$ cat src/serial_regs.svh
`ifndef SERIAL_REGS_SVH
`define SERIAL_REGS_SVH

// ----------------------------------------
// Register indices (byte address = 4 * index)
// ----------------------------------------
`define MODE_IDX      6'h08
`define STATUS_IDX    6'h28
`define FREQ_IDX      6'h39
`define WAIT_IDX      6'h3A
`define PORT_DIR_IDX  6'h3B
`define PORT_OUT_IDX  6'h3C
`define SHIFT_IDX     6'h3D
`define PIN_IN_IDX    6'h3E

// ----------------------------------------
// Mode register fields
// ----------------------------------------
`define MODE_TX_BIT   0
`define MODE_CLK_BIT  1
`define MODE_PROT_BIT 2
`define MODE_CH_BIT   3

// ----------------------------------------
// Status register fields
// ----------------------------------------
`define STAT_BUSY_BIT 0
`define STAT_STT_BIT  1
`define STAT_NINE_BIT 2
`define STAT_EIGHT_BIT 3

// ----------------------------------------
// Wait register fields
// ----------------------------------------
`define WAIT_RUN_BIT  2
`define WAIT_ACK_BIT  3

// ----------------------------------------
// Pin indices
// ----------------------------------------
`define PIN_SDA 0
`define PIN_SCL 1
`define PIN_SCK 2
`define PIN_SO  3
`define PIN_SI  4

// ----------------------------------------
// Reset values and timing
// ----------------------------------------
`define MODE_RESET    4'h0
`define FREQ_RESET    4'h0
`define WAIT_RESET    4'h0
`define CLK_PERIOD_NS 10
`define SCLK_UNIT_NS  80
`define SCLK_UNIT_CYC (`SCLK_UNIT_NS / `CLK_PERIOD_NS)

`endif

$ cat src/serial_pkg.sv
package serial_pkg;

  typedef logic [3:0] nibble_t;

  typedef enum logic [0:0] {
    CH_ZERO = 1'b0,
    CH_ONE  = 1'b1
  } channel_t;

  typedef enum logic [0:0] {
    PROT_SIO = 1'b0,
    PROT_BUS = 1'b1
  } protocol_t;

endpackage

$ cat src/dual_channel_serial_interface.sv
`timescale 1ns/1ps
`include "serial_regs.svh"

module dual_channel_serial_interface #(
  parameter int ADDR_W = 8,
  parameter int NPINS  = 5
) (
  input  wire logic              pclk,
  input  wire logic              presetn,
  input  wire logic              psel,
  input  wire logic              penable,
  input  wire logic              pwrite,
  input  wire logic [ADDR_W-1:0] paddr,
  input  wire logic [31:0]       pwdata,
  output logic      [31:0]       prdata,
  output logic                   pready,
  output logic                   pslverr,
  input  wire logic [NPINS-1:0]  pin_in,
  output logic      [NPINS-1:0]  pin_out,
  output logic      [NPINS-1:0]  pin_oe_n
);

  // ----------------------------------------
  // Declarations
  // ----------------------------------------
  serial_pkg::nibble_t   mode_reg;
  serial_pkg::nibble_t   freq_reg;
  serial_pkg::nibble_t   wait_reg;
  serial_pkg::channel_t  chan;
  serial_pkg::protocol_t prot;
  logic [NPINS-1:0]      dir_reg;
  logic [NPINS-1:0]      port_reg;
  logic [NPINS-1:0]      pin_lvl;
  logic [NPINS-1:0]      pin_rise;
  logic [NPINS-1:0]      pin_fall;
  logic [NPINS-1:0]      pin_drv;
  logic [NPINS-1:0]      pin_val;
  logic [7:0]            shift_reg;
  logic [3:0]            cnt_reg;
  logic [3:0]            cnt_next;
  logic [7:0]            div_reg;
  logic [7:0]            half_cyc;
  logic                  gen_clk_reg;
  logic                  gen_rise;
  logic                  gen_fall;
  logic                  sh_rise;
  logic                  sh_fall;
  logic                  din;
  logic                  dout_reg;
  logic                  ack_slot_reg;
  logic                  busy_reg;
  logic                  stt_reg;
  logic                  nine_reg;
  logic                  eight_reg;
  logic                  start_det;
  logic                  stop_det;
  logic                  cnt_clr;
  logic                  wr_en;
  logic                  rd_en;
  logic                  mode_wr;
  logic                  wait_wr;
  logic                  tx_bit;
  logic                  clk_int;

  function automatic logic reg_hit(input logic [ADDR_W-1:0] addr,
                                   input logic [5:0] idx);
    reg_hit = (addr[ADDR_W-1:2] == idx) && (addr[1:0] == 2'b00);
  endfunction

  // ----------------------------------------
  // Mode fields
  // ----------------------------------------
  assign chan    = serial_pkg::channel_t'(mode_reg[`MODE_CH_BIT]);
  assign prot    = serial_pkg::protocol_t'(mode_reg[`MODE_PROT_BIT]);
  assign clk_int = mode_reg[`MODE_CLK_BIT];
  assign tx_bit  = mode_reg[`MODE_TX_BIT];

  // ----------------------------------------
  // Pin synchronisers
  // ----------------------------------------
  pin_sync #(
    .WIDTH (NPINS)
  ) u_pin_sync (
    .pclk    (pclk),
    .presetn (presetn),
    .d_in    (pin_in),
    .level   (pin_lvl),
    .rise    (pin_rise),
    .fall    (pin_fall)
  );

  // ----------------------------------------
  // APB slave
  // ----------------------------------------
  assign pready  = 1'b1;
  assign wr_en   = psel && penable && pwrite;
  assign rd_en   = psel && penable && !pwrite;
  assign mode_wr = wr_en && reg_hit(paddr, `MODE_IDX);
  assign wait_wr = wr_en && reg_hit(paddr, `WAIT_IDX);

  always_comb begin
    pslverr = 1'b0;
    if (!(psel && penable)) begin
      pslverr = 1'b0;
    end else if (reg_hit(paddr, `MODE_IDX) ||
                 reg_hit(paddr, `STATUS_IDX) ||
                 reg_hit(paddr, `FREQ_IDX) ||
                 reg_hit(paddr, `WAIT_IDX) ||
                 reg_hit(paddr, `PORT_DIR_IDX) ||
                 reg_hit(paddr, `PORT_OUT_IDX) ||
                 reg_hit(paddr, `SHIFT_IDX) ||
                 reg_hit(paddr, `PIN_IN_IDX)) begin
      pslverr = 1'b0;
    end else begin
      pslverr = 1'b1;
    end
  end

  always_ff @(posedge pclk or negedge presetn) begin
    if (!presetn) begin
      prdata <= 32'h0000_0000;
    end else if (psel && !penable && !pwrite) begin
      if (reg_hit(paddr, `MODE_IDX)) begin
        prdata <= {28'h000_0000, mode_reg};
      end else if (reg_hit(paddr, `STATUS_IDX)) begin
        prdata <= {28'h000_0000, eight_reg, nine_reg, stt_reg, busy_reg};
      end else if (reg_hit(paddr, `FREQ_IDX)) begin
        prdata <= {28'h000_0000, freq_reg};
      end else if (reg_hit(paddr, `WAIT_IDX)) begin
        prdata <= {28'h000_0000, wait_reg};
      end else if (reg_hit(paddr, `PORT_DIR_IDX)) begin
        prdata <= {27'h000_0000, dir_reg};
      end else if (reg_hit(paddr, `PORT_OUT_IDX)) begin
        prdata <= {27'h000_0000, port_reg};
      end else if (reg_hit(paddr, `SHIFT_IDX)) begin
        prdata <= {24'h00_0000, shift_reg};
      end else if (reg_hit(paddr, `PIN_IN_IDX)) begin
        prdata <= {27'h000_0000, pin_lvl};
      end else begin
        prdata <= 32'h0000_0000;
      end
    end
  end

  // ----------------------------------------
  // Software registers
  // ----------------------------------------
  always_ff @(posedge pclk or negedge presetn) begin
    if (!presetn) begin
      mode_reg <= `MODE_RESET;
    end else if (mode_wr) begin
      mode_reg <= pwdata[3:0];
    end
  end

  always_ff @(posedge pclk or negedge presetn) begin
    if (!presetn) begin
      freq_reg <= `FREQ_RESET;
      dir_reg  <= '0;
      port_reg <= '0;
    end else if (wr_en) begin
      if (reg_hit(paddr, `FREQ_IDX)) begin
        freq_reg <= pwdata[3:0];
      end else if (reg_hit(paddr, `PORT_DIR_IDX)) begin
        dir_reg <= pwdata[NPINS-1:0];
      end else if (reg_hit(paddr, `PORT_OUT_IDX)) begin
        port_reg <= pwdata[NPINS-1:0];
      end
    end
  end

  // Acknowledge bit: written by software in any mode, captured in bus transmit; capture wins in the same cycle
  always_ff @(posedge pclk or negedge presetn) begin
    if (!presetn) begin
      wait_reg <= `WAIT_RESET;
    end else begin
      if (wait_wr) begin
        wait_reg <= pwdata[3:0];
      end
      if (sh_rise && cnt_reg == 4'h8 && prot == serial_pkg::PROT_BUS &&
          tx_bit) begin
        wait_reg[`WAIT_ACK_BIT] <= din;
      end
    end
  end

  // ----------------------------------------
  // Internal shift clock generator
  // ----------------------------------------
  assign half_cyc = 8'((({4'h0, freq_reg} + 8'h01) * `SCLK_UNIT_CYC));

  always_ff @(posedge pclk or negedge presetn) begin
    if (!presetn) begin
      div_reg     <= 8'h00;
      gen_clk_reg <= 1'b1;
    end else if (!clk_int) begin
      div_reg     <= 8'h00;
      gen_clk_reg <= 1'b1;
    end else if (div_reg >= half_cyc - 8'h01) begin
      div_reg     <= 8'h00;
      gen_clk_reg <= ~gen_clk_reg;
    end else begin
      div_reg <= div_reg + 8'h01;
    end
  end

  assign gen_rise = clk_int && !gen_clk_reg &&
                    (div_reg >= half_cyc - 8'h01);
  assign gen_fall = clk_int && gen_clk_reg &&
                    (div_reg >= half_cyc - 8'h01);

  // ----------------------------------------
  // Shared engine: clock and data select
  // ----------------------------------------
  always_comb begin
    if (chan == serial_pkg::CH_ZERO) begin
      din     = pin_lvl[`PIN_SDA];
      sh_rise = clk_int ? gen_rise : pin_rise[`PIN_SCL];
      sh_fall = clk_int ? gen_fall : pin_fall[`PIN_SCL];
    end else begin
      din     = pin_lvl[`PIN_SI];
      sh_rise = clk_int ? gen_rise : pin_rise[`PIN_SCK];
      sh_fall = clk_int ? gen_fall : pin_fall[`PIN_SCK];
    end
  end

  // Start and stop seen on channel zero only, no arbitration
  assign start_det = (chan == serial_pkg::CH_ZERO) &&
                     (prot == serial_pkg::PROT_BUS) &&
                     pin_lvl[`PIN_SCL] && pin_fall[`PIN_SDA];
  assign stop_det  = (chan == serial_pkg::CH_ZERO) &&
                     (prot == serial_pkg::PROT_BUS) &&
                     pin_lvl[`PIN_SCL] && pin_rise[`PIN_SDA];

  // ----------------------------------------
  // Clock counter
  // ----------------------------------------
  assign cnt_clr = (mode_wr &&
                    pwdata[`MODE_PROT_BIT] != mode_reg[`MODE_PROT_BIT]) ||
                   (prot == serial_pkg::PROT_BUS && start_det) ||
                   (prot == serial_pkg::PROT_SIO && wait_wr);

  always_comb begin
    if (cnt_clr) begin
      cnt_next = 4'h0;
    end else if (sh_rise) begin
      cnt_next = (cnt_reg == 4'h9) ? 4'h1 : cnt_reg + 4'h1;
    end else begin
      cnt_next = cnt_reg;
    end
  end

  always_ff @(posedge pclk or negedge presetn) begin
    if (!presetn) begin
      cnt_reg <= 4'h0;
    end else begin
      cnt_reg <= cnt_next;
    end
  end

  // ----------------------------------------
  // Shift register and data out
  // ----------------------------------------
  always_ff @(posedge pclk or negedge presetn) begin
    if (!presetn) begin
      shift_reg <= 8'h00;
    end else if (wr_en && reg_hit(paddr, `SHIFT_IDX)) begin
      shift_reg <= pwdata[7:0];
    end else if (sh_rise && cnt_reg < 4'h8) begin
      shift_reg <= {shift_reg[6:0], din};
    end
  end

  always_ff @(posedge pclk or negedge presetn) begin
    if (!presetn) begin
      dout_reg     <= 1'b1;
      ack_slot_reg <= 1'b0;
    end else if (sh_fall) begin
      ack_slot_reg <= (cnt_reg == 4'h8);
      if (cnt_reg == 4'h8) begin
        dout_reg <= tx_bit ? 1'b1 : wait_reg[`WAIT_ACK_BIT];
      end else begin
        dout_reg <= shift_reg[7];
      end
    end
  end

  // ----------------------------------------
  // Status flags
  // ----------------------------------------
  always_ff @(posedge pclk or negedge presetn) begin
    if (!presetn) begin
      busy_reg <= 1'b0;
    end else if (prot == serial_pkg::PROT_SIO) begin
      busy_reg <= 1'b0;
    end else if (start_det) begin
      busy_reg <= 1'b1;
    end else if (stop_det) begin
      busy_reg <= 1'b0;
    end
  end

  always_ff @(posedge pclk or negedge presetn) begin
    if (!presetn) begin
      stt_reg <= 1'b0;
    end else if (start_det) begin
      stt_reg <= 1'b1;
    end else if (cnt_reg == 4'h9) begin
      stt_reg <= 1'b0;
    end
  end

  always_ff @(posedge pclk or negedge presetn) begin
    if (!presetn) begin
      nine_reg  <= 1'b0;
      eight_reg <= 1'b0;
    end else begin
      if (cnt_next == 4'h9) begin
        nine_reg <= 1'b1;
      end else if (cnt_next <= 4'h1) begin
        nine_reg <= 1'b0;
      end
      if (cnt_next == 4'h8) begin
        eight_reg <= 1'b1;
      end else if (cnt_next <= 4'h1) begin
        eight_reg <= 1'b0;
      end
    end
  end

  // ----------------------------------------
  // Pin drive
  // ----------------------------------------
  always_comb begin
    pin_drv = dir_reg;
    pin_val = port_reg;
    if (chan == serial_pkg::CH_ZERO) begin
      if (tx_bit && !(prot == serial_pkg::PROT_BUS && ack_slot_reg)) begin
        pin_drv[`PIN_SDA] = (prot == serial_pkg::PROT_SIO) || !dout_reg;
        pin_val[`PIN_SDA] = dout_reg;
      end else if (tx_bit) begin
        pin_drv[`PIN_SDA] = 1'b0;
      end else if (prot == serial_pkg::PROT_BUS && ack_slot_reg) begin
        pin_drv[`PIN_SDA] = !dout_reg;
        pin_val[`PIN_SDA] = dout_reg;
      end
      if (clk_int) begin
        pin_drv[`PIN_SCL] = (prot == serial_pkg::PROT_SIO) || !gen_clk_reg;
        pin_val[`PIN_SCL] = gen_clk_reg;
      end
    end else begin
      if (clk_int) begin
        pin_drv[`PIN_SCK] = 1'b1;
        pin_val[`PIN_SCK] = gen_clk_reg;
      end
      if (tx_bit) begin
        pin_drv[`PIN_SO] = 1'b1;
        pin_val[`PIN_SO] = dout_reg;
      end
    end
  end

  assign pin_out  = pin_val;
  assign pin_oe_n = ~pin_drv;
endmodule

$ cat src/pin_sync.sv
`timescale 1ns/1ps

module pin_sync #(
  parameter int WIDTH = 5
) (
  input  wire logic             pclk,
  input  wire logic             presetn,
  input  wire logic [WIDTH-1:0] d_in,
  output logic      [WIDTH-1:0] level,
  output logic      [WIDTH-1:0] rise,
  output logic      [WIDTH-1:0] fall
);

  logic [WIDTH-1:0] meta_reg;
  logic [WIDTH-1:0] sync_reg;
  logic [WIDTH-1:0] last_reg;

  // ----------------------------------------
  // Two-stage synchroniser and edge history
  // ----------------------------------------
  always_ff @(posedge pclk or negedge presetn) begin
    if (!presetn) begin
      meta_reg <= '1;
      sync_reg <= '1;
      last_reg <= '1;
    end else begin
      meta_reg <= d_in;
      sync_reg <= meta_reg;
      last_reg <= sync_reg;
    end
  end

  assign level = sync_reg;
  assign rise  = sync_reg & ~last_reg;
  assign fall  = ~sync_reg & last_reg;

endmodule

$ cat config.mk
export PLATFORM = sky130hd
export DESIGN_NAME = dual_channel_serial_interface
export DESIGN_NICKNAME = d
export VERILOG_FILES = /design/src/serial_pkg.sv /design/src/dual_channel_serial_interface.sv /design/src/pin_sync.sv
export VERILOG_INCLUDE_DIRS = /design/src /design/src/src
export SDC_FILE = /design/constraint.sdc
export NUM_CORES = 1
export LEC_CHECK = 0
export BUFFER_PORTS_ARGS = -buffer_cell sky130_fd_sc_hd__buf_2
export CAP_MARGIN = 20
export CORE_AREA = 2 2 95 97
export DETAILED_ROUTE_END_ITERATION = 6
export DIE_AREA = 0 0 97 99
export PLACE_DENSITY = 0.75
export SLEW_MARGIN = 20
export SYNTH_ARGS = -nofsm -noshare
export SYNTH_HDL_FRONTEND = slang
export SYNTH_SLANG_ARGS = --single-unit
$ cat constraint.sdc
create_clock -name pclk -period 2.4 [get_ports pclk]
set_input_delay 0.48 -clock pclk [delete_from_list [all_inputs] [get_ports pclk]]
set_output_delay 0.48 -clock pclk [all_outputs]
set_load 0.03 [all_outputs]
==> metrics.yaml, run 1 <==
outcome: "complete, but fails checks"
violations: "negative setup slack"
core_area_mm2: 0.00855
setup.worst_path.start: "freq_reg[1]"
ant_nets: 0
place.gp.congestion: 0.890
synthCells: 413
path_cells: "buf_4 -> buf_4 -> a31oi_1 -> a31oi_1 -> ha_1 -> nand2_2 -> a2111o_1 -> nand3_2 -> and4_1 -> a2111oi_2"
r2r-start: "freq_reg[1]"
grt_start_max_net_pins: 71
synth-edff-count: 0
clk_pin_slew_ns: 0.08
power.switching_mw: 1.06
required_ns: 2.63
async_reset_ff_share_pct: 100
syn_to_final_growth_pct: 17.7
dp_hpwl_mm: 6.78
hold_viol: 0
num_rows: 34
ir_drop_uv: 539
fillers: 758
numPortBuffers: 44
power.share.sequential_pct: 48.4
p_clk_share_pct: 29.9
drc: 0
die-area_mm2: 0.00960
hold_class: "input pin to async pin"
drv_slew: 0
fin_util_pct: 56.0
p_sw_share_pct: 33.2
die_h_um: 99
grt_pass1_vias: 3140
finalCriticalPeriod_ns: 2.49
diodes: 0
viasPerCell: 5.56
drt_wl_total_mm: 9.60
cts_hold_buffers: 0
drive_above_1_share_pct: 33.7
nets: 534
synth_area_per_cell_um2: 9.86
cts_buffer_depth: 2
path_max_fanout: 4
p_comb_share_pct: 21.7
grt_overflow: 0
ys_types: 65
die_x_um: 97
critPathKind: "flip-flop to flip-flop"
syn_area_mm2: 0.00407
power.leakage_nw: 2.24
yosys_most_used_dff: "dfrtp_1"
pre_cts_ws_ns: -0.266
clock_latency_ns: 0.35
ioPinCount: 94
skew_ns: 0.00612
start_util_pct: 47.6
root_buffer: "clkbuf_8"
grt_pass1_wl_mm: 15.6
crit_path_start_kind: "flip-flop"
htree_levels: 3
drtIter0Drc: 209
cp_slowest_stage_delay_ns: 0.44
final_cell_mix: "dfrtp_1, buf_2, nor2_1, nand2_1"
ys_seq_elements: 70
cts_buffers: 9
max-cap-violations: 0
crit_slowest_cell: "dfrtp_1"
intPower_mw: 2.13
power.density_mw_per_mm2: 665
synth-seq-area-share_pct: 43.5
antenna_found_initial: 0
setup_tns_ns: -0.944
final_common_cell: "dfrtp_1"
timing.final.crit_share_pct: 104
yosysWarnings: 0
setup_ws_ns: -0.0896
worst_ep_arrival_time_ns: 2.72
grt_usage_pct: 20.4
rsz0062_at_grt: "true"
setup-violations-final: 16
firstDrtPassIters: 6
vias: 3272
crit_path_end_kind: "flip-flop"
fmax_ghz: 0.402
whs_ns: 0.142
cts_tree: "built"
wl_per_cell_um: 16.3
cts.sinks: 70
cell type report:
class | count | area [um^2] | share of cell area (%)
Multi-Input combinational cell | 311 | 2180 | 45.5
Timing Repair Buffer | 73 | 462 | 9.64
Tap cell | 108 | 135 | 2.82
Clock buffer | 9 | 124 | 2.59
Sequential cell | 70 | 1770 | 37.0
Clock inverter | 7 | 75.1 | 1.57
Inverter | 11 | 41.3 | 0.862
per-layer routing:
layer  share of wire (%)  vias to the layer above  track usage (%)
met4                 2.0                        0             7.69
met5                   0                        -                0
met1                  45                     1576             27.1
li1                    -                     1554                -
met2                  47                      126             33.1
met3                 6.0                       16             4.11
cell usage after synthesis, types with 4 or more instances:
library cell | instances | area [um^2]
o21ai_0 | 20 | 100
dfrtp_1 | 55 | 1380
nand2b_1 | 4 | 25.0
a31oi_1 | 7 | 43.8
nor2b_1 | 6 | 37.5
buf_4 | 29 | 218
xor2_1 | 6 | 52.6
nor2_1 | 36 | 135
nand2_1 | 38 | 143
nor3_1 | 4 | 20.0
mux2_2 | 22 | 248
mux2i_1 | 21 | 210
nand3_1 | 18 | 90.1
inv_1 | 11 | 41.3
ha_1 | 8 | 100
clkbuf_1 | 10 | 37.5
nand4_1 | 5 | 31.3
and3_1 | 7 | 43.8
a21oi_1 | 21 | 105
dfstp_2 | 15 | 394
critical path: cells and delay by family (launching register included):
family,cells,cell delay [ns]
buf+inv,2,0.28
flops,1,0.44
compound gates,4,0.81
fa+ha+maj,1,0.33
simple gates,3,0.52
kinds of logic (layout without fill, tap and decap cells):
family	count (synthesis)	count (layout)	synth area share, %
other cells	2	25	0.184
compound gates	81	82	13.2
buf+inv	56	100	8.27
simple gates	144	144	19.2
flops	70	70	43.5
mux	43	43	11.2
xor+xnor	9	9	1.94
fa+ha+maj	8	8	2.46
metrics by stage:
stage,instances,cell area [um^2],total power [mW]
2_1_floorplan,436,4160,2.03
3_3_place_gp,566,4410,2.16
3_5_place_dp,566,4410,2.19
4_1_cts,587,4680,3.16
5_1_grt,589,4790,3.36
6_report,589,4790,3.19
what timing repair did:
item | CTS | global route
pin swaps | 7 | 9
cloned | 1 | 0
gates resized for setup | 13 | 20
setup endpoints to repair | 24 | 25
endpoints found under the hold margin | 0 | 0
setup buffers | 4 | 2
final timing paths:
path	end	slack (ns)	depth (start not counted)
hold reg to reg	u_pin_sync.level[2]	0.36	0
setup / recovery	nine_reg	-0.09	10
min in group pclk	u_pin_sync.meta_reg[4]	0.23	1
hold / removal	cnt_reg[1]	0.14	2
max in group asynchronous	gen_clk_reg	1.92	2
setup reg to reg	nine_reg	-0.09	10
power groups by stage:
stage	Combinational, mW	Sequential [mW]	Clock, mW
2_1_floorplan	0.571	1.46	0
4_1_cts	0.657	1.53	0.973
3_3_place_gp	0.623	1.54	0
6_report	0.693	1.54	0.952
5_1_grt	0.756	1.57	1.04
3_5_place_dp	0.642	1.55	0
Note: power is estimated with default switching activity, not from simulation.
==> run 2, diff against run 1 <==
--- a/config.mk
+++ b/config.mk
@@ -6,12 +6,15 @@
 export SDC_FILE = /design/constraint.sdc
 export NUM_CORES = 1
 export LEC_CHECK = 0
+export ABC_AREA = 1
 export BUFFER_PORTS_ARGS = -buffer_cell sky130_fd_sc_hd__buf_2
 export CAP_MARGIN = 20
-export CORE_AREA = 2 2 95 97
+export CELL_PAD_IN_SITES_DETAIL_PLACEMENT = 0
+export CELL_PAD_IN_SITES_GLOBAL_PLACEMENT = 2
+export CORE_AREA = 2 2 125 127
 export DETAILED_ROUTE_END_ITERATION = 6
-export DIE_AREA = 0 0 97 99
-export PLACE_DENSITY = 0.75
+export DIE_AREA = 0 0 127 129
+export PLACE_DENSITY_LB_ADDON = 0.1
 export SLEW_MARGIN = 20
 export SYNTH_ARGS = -nofsm -noshare
 export SYNTH_HDL_FRONTEND = slang
==> run 2 against run 1 <==
The flow still finishes with violations (negative setup slack). Synthesized cell count rose by 24%. Worst hold slack got worse by 0.027 ns. Highest routed layer unchanged. Total power rose by 42%. Final area rose by 6.2%. Critical path type unchanged. Critical endpoint is now wait_reg[3]. Count of clock-buffer cells in the layout did not move. Via count rose by 6.8%. Combinational power rose by 120%.
==> metrics.yaml, run 2 <==
critPathKind: "flip-flop to flip-flop"  # unchanged
fmax_ghz: 0.416  # was 0.402 GHz
dp_hpwl_mm: 9.22  # was 6.78 mm
slew_headroom_pct: 47.5
core_area_mm2: 0.0150  # was 0.00855 mm^2
yosysWarnings: 0  # unchanged
viasPerCell: 4.49  # was 5.56
p_clk_share_pct: 32.5  # was 29.9%
final_common_cell: "nand2_1"  # was dfrtp_1
drive_above_1_share_pct: 29.2  # was 33.7%
power.leakage_nw: 2.62  # was 2.24 nW
synth-seq-area-share_pct: 43.0  # was 43.5%
grt_pass1_wl_mm: 19.3  # was 15.6 mm
max-cap-violations: 0  # unchanged
fillers: 1596  # was 758
nets: 643  # was 534
start_util_pct: 27.5  # was 47.6%
syn_area_mm2: 0.00411  # was 0.00407 mm^2
firstDrtPassIters: 4  # was 6
worst_ep_arrival_time_ns: 2.64  # was 2.72 ns
ir_drop_uv: 340  # was 539 uV
cts.sinks: 70  # unchanged
drc: 0  # unchanged
p_comb_share_pct: 33.0  # was 21.7%
place.gp.congestion: 0.831  # was 0.890
violations: "negative setup slack"  # unchanged
rsz0062_at_grt: "true"  # unchanged
final_cell_mix: "nand2_1, inv_1, dfrtp_1, buf_2, o21ai_0"  # was dfrtp_1, buf_2, nor2_1, nand2_1
synth-edff-count: 0  # unchanged
drt_wl_total_mm: 12.0  # was 9.60 mm
hold_class: "input pin to async pin"  # unchanged
drtIter0Drc: 181  # was 209
synthTopCellsByArea: "dfrtp_1, nand2_1, dfstp_2, inv_1, buf_4"  # was dfrtp_1, dfstp_2, mux2_2, buf_4, mux2i_1
timing.final.crit_share_pct: 100  # was 104%
grt_usage_pct: 15.6  # was 20.4%
root_buffer: "clkbuf_16"  # was clkbuf_8
skew_ns: 0.00317  # was 0.00612 ns
ys_types: 45  # was 65
syn_to_final_growth_pct: 23.7  # was 17.7%
synth.top_cells.by_count: "nand2_1, inv_1, dfrtp_1"  # was dfrtp_1, nand2_1, nor2_1
yosys.area.top_type: "dfrtp_1"  # unchanged
cts_buffers: 9  # unchanged
power.density_mw_per_mm2: 892  # was 665 mW/mm^2
synthCells: 511  # was 413
die-area_mm2: 0.0164  # was 0.00960 mm^2
synth_area_per_cell_um2: 8.05  # was 9.86 um^2
whs_ns: 0.115  # was 0.142 ns
grt_start_max_net_pins: 37  # was 71
power.share.sequential_pct: 34.5  # was 48.4%
ys_seq_elements: 70  # unchanged
outcome: "complete, but fails checks"  # unchanged
die_h_um: 129  # was 99 um
die_x_um: 127  # was 97 um
worstMarginPinSlew_ns: 0.781
setup-violations-final: 1  # was 16
ant_nets: 0  # unchanged
clk_pin_slew_ns: 0.06  # was 0.08 ns
num_rows: 45  # was 34
power.switching_mw: 1.66  # was 1.06 mW
ioPinCount: 94  # unchanged
grt_pass1_vias: 3512  # was 3140
drv_slew: 0  # unchanged
antenna_found_initial: 0  # unchanged
p_sw_share_pct: 36.6  # was 33.2%
diodes: 0  # unchanged
required_ns: 2.63  # about the same
finalCriticalPeriod_ns: 2.40  # was 2.49 ns
intPower_mw: 2.87  # was 2.13 mW
yosys_most_used_dff: "dfrtp_1"  # unchanged
htree_levels: 3  # unchanged
clock_latency_ns: 0.34  # was 0.35 ns
vias: 3496  # was 3272
cts_buffer_depth: 2  # unchanged
setup_tns_ns: -0.00315  # was -0.944 ns
grt_overflow: 0  # unchanged
crit_path_end_kind: "flip-flop"  # unchanged
crit_path_start_kind: "flip-flop"  # unchanged
numPortBuffers: 44  # unchanged
synth.top_cell.area_share_pct: 33.5  # was 33.8%
synth_most_common_cell: "nand2_1"  # was dfrtp_1
path_max_fanout: 6  # was 4
async_reset_ff_share_pct: 100  # unchanged
wl_per_cell_um: 15.4  # was 16.3 um
cts_tree: "built"  # unchanged
hold_viol: 0  # unchanged
setup_ws_ns: -0.00315  # was -0.0896 ns
run 2: cell types whose count changed after synthesis, sizes merged, moves of 18 or more:
cell	previous run	this run
nand2	38	123
inv	11	70
o21ai	20	46
mux2	22	1
mux2i	21	1
nand3	19	37
run 2: logic make-up after synthesis:
group	Yosys count	synth area share, %
buf+inv	103	12.1
compound gates	77	10.9
flops	70	43.0
other cells	2	0.183
mux	2	0.517
fa+ha+maj	8	2.43
xor+xnor	5	1.06
simple gates	244	29.8
run 2: power by group through the flow:
stage	sequential, mW	clock (mW)	combinational [mW]
after global routing	1.59	1.55	1.71
after floorplan	1.54	0	0.936
after CTS	1.56	1.52	1.41
final	1.56	1.48	1.50
after detailed placement	1.58	0	1.32
after global placement	1.58	0	1.31
run 2: path summary, 6_finish.rpt:
path / start / end / slack, ns / depth (start not counted)
max: freq_reg[1] / wait_reg[3] / -0.003 / 16
min in group pclk: pin_in[3] / u_pin_sync.meta_reg[3] / 0.23 / 1
max in group asynchronous: presetn / u_pin_sync.last_reg[0] / 1.62 / 2
min reg2reg: u_pin_sync.meta_reg[1] / u_pin_sync.level[1] / 0.36 / 0
min: presetn / cnt_reg[0] / 0.11 / 1
max reg2reg: freq_reg[1] / wait_reg[3] / -0.003 / 16
run 2: area by class of cell:
class / instances / area [um^2] / share of cell area, %
multi-input combinational: 362 / 2040 / 40.2
clock buffer: 9 / 225 / 4.43
tap: 188 / 235 / 4.62
clock inverter: 7 / 98.8 / 1.94
inverter: 71 / 274 / 5.39
sequential: 70 / 1770 / 34.8
timing repair buffer: 71 / 438 / 8.61
run 2: what timing repair did:
item,4_1_cts,5_1_grt
hold buffers,0,0
cloned,1,0
gates resized for setup,8,20
pin swaps,8,8
buffers inserted,4,0
setup endpoints to repair,13,26
run 2: metrics by stage:
stage                     cell area [um^2]  instances  utilization [%]  setup WS, ns  total power, mW
after floorplan                       4200        534                -        0.0740             2.48
after global placement                4610        757             30.8        -0.139             2.89
after detailed placement              4610        757             30.8        -0.168             2.90
after CTS                             5000        778             33.4       -0.0685             4.49
after global routing                  5090        778             34.0        -0.197             4.86
final                                 5090        778             34.0      -0.00315             4.54
run 2: per-layer routing:
metal | routed length, um | vias up | GRT usage (%)
li1 | - | 1757 | -
met1 | 5790 | 1646 | 21.5
met2 | 5530 | 79 | 24.8
met3 | 451 | 14 | 2.45
met4 | 227 | 0 | 6.21
met5 | 0 | - | 0
run 2: worst max-delay path, stage by stage (launching register included):
cell and delay (ns):
dfrtp_1 0.42, ha_2 0.22, o211ai_1 0.17, a31oi_1 0.06, a31oi_1 0.17, ha_1 0.28
nand2_2 0.09, inv_2 0.05, a21oi_4 0.16, nand3_4 0.15, nand2_8 0.13, inv_6 0.05
buf_4 0.13, nand3_4 0.05, nand3_2 0.06, o21ai_1 0.07, inv_1 0.05
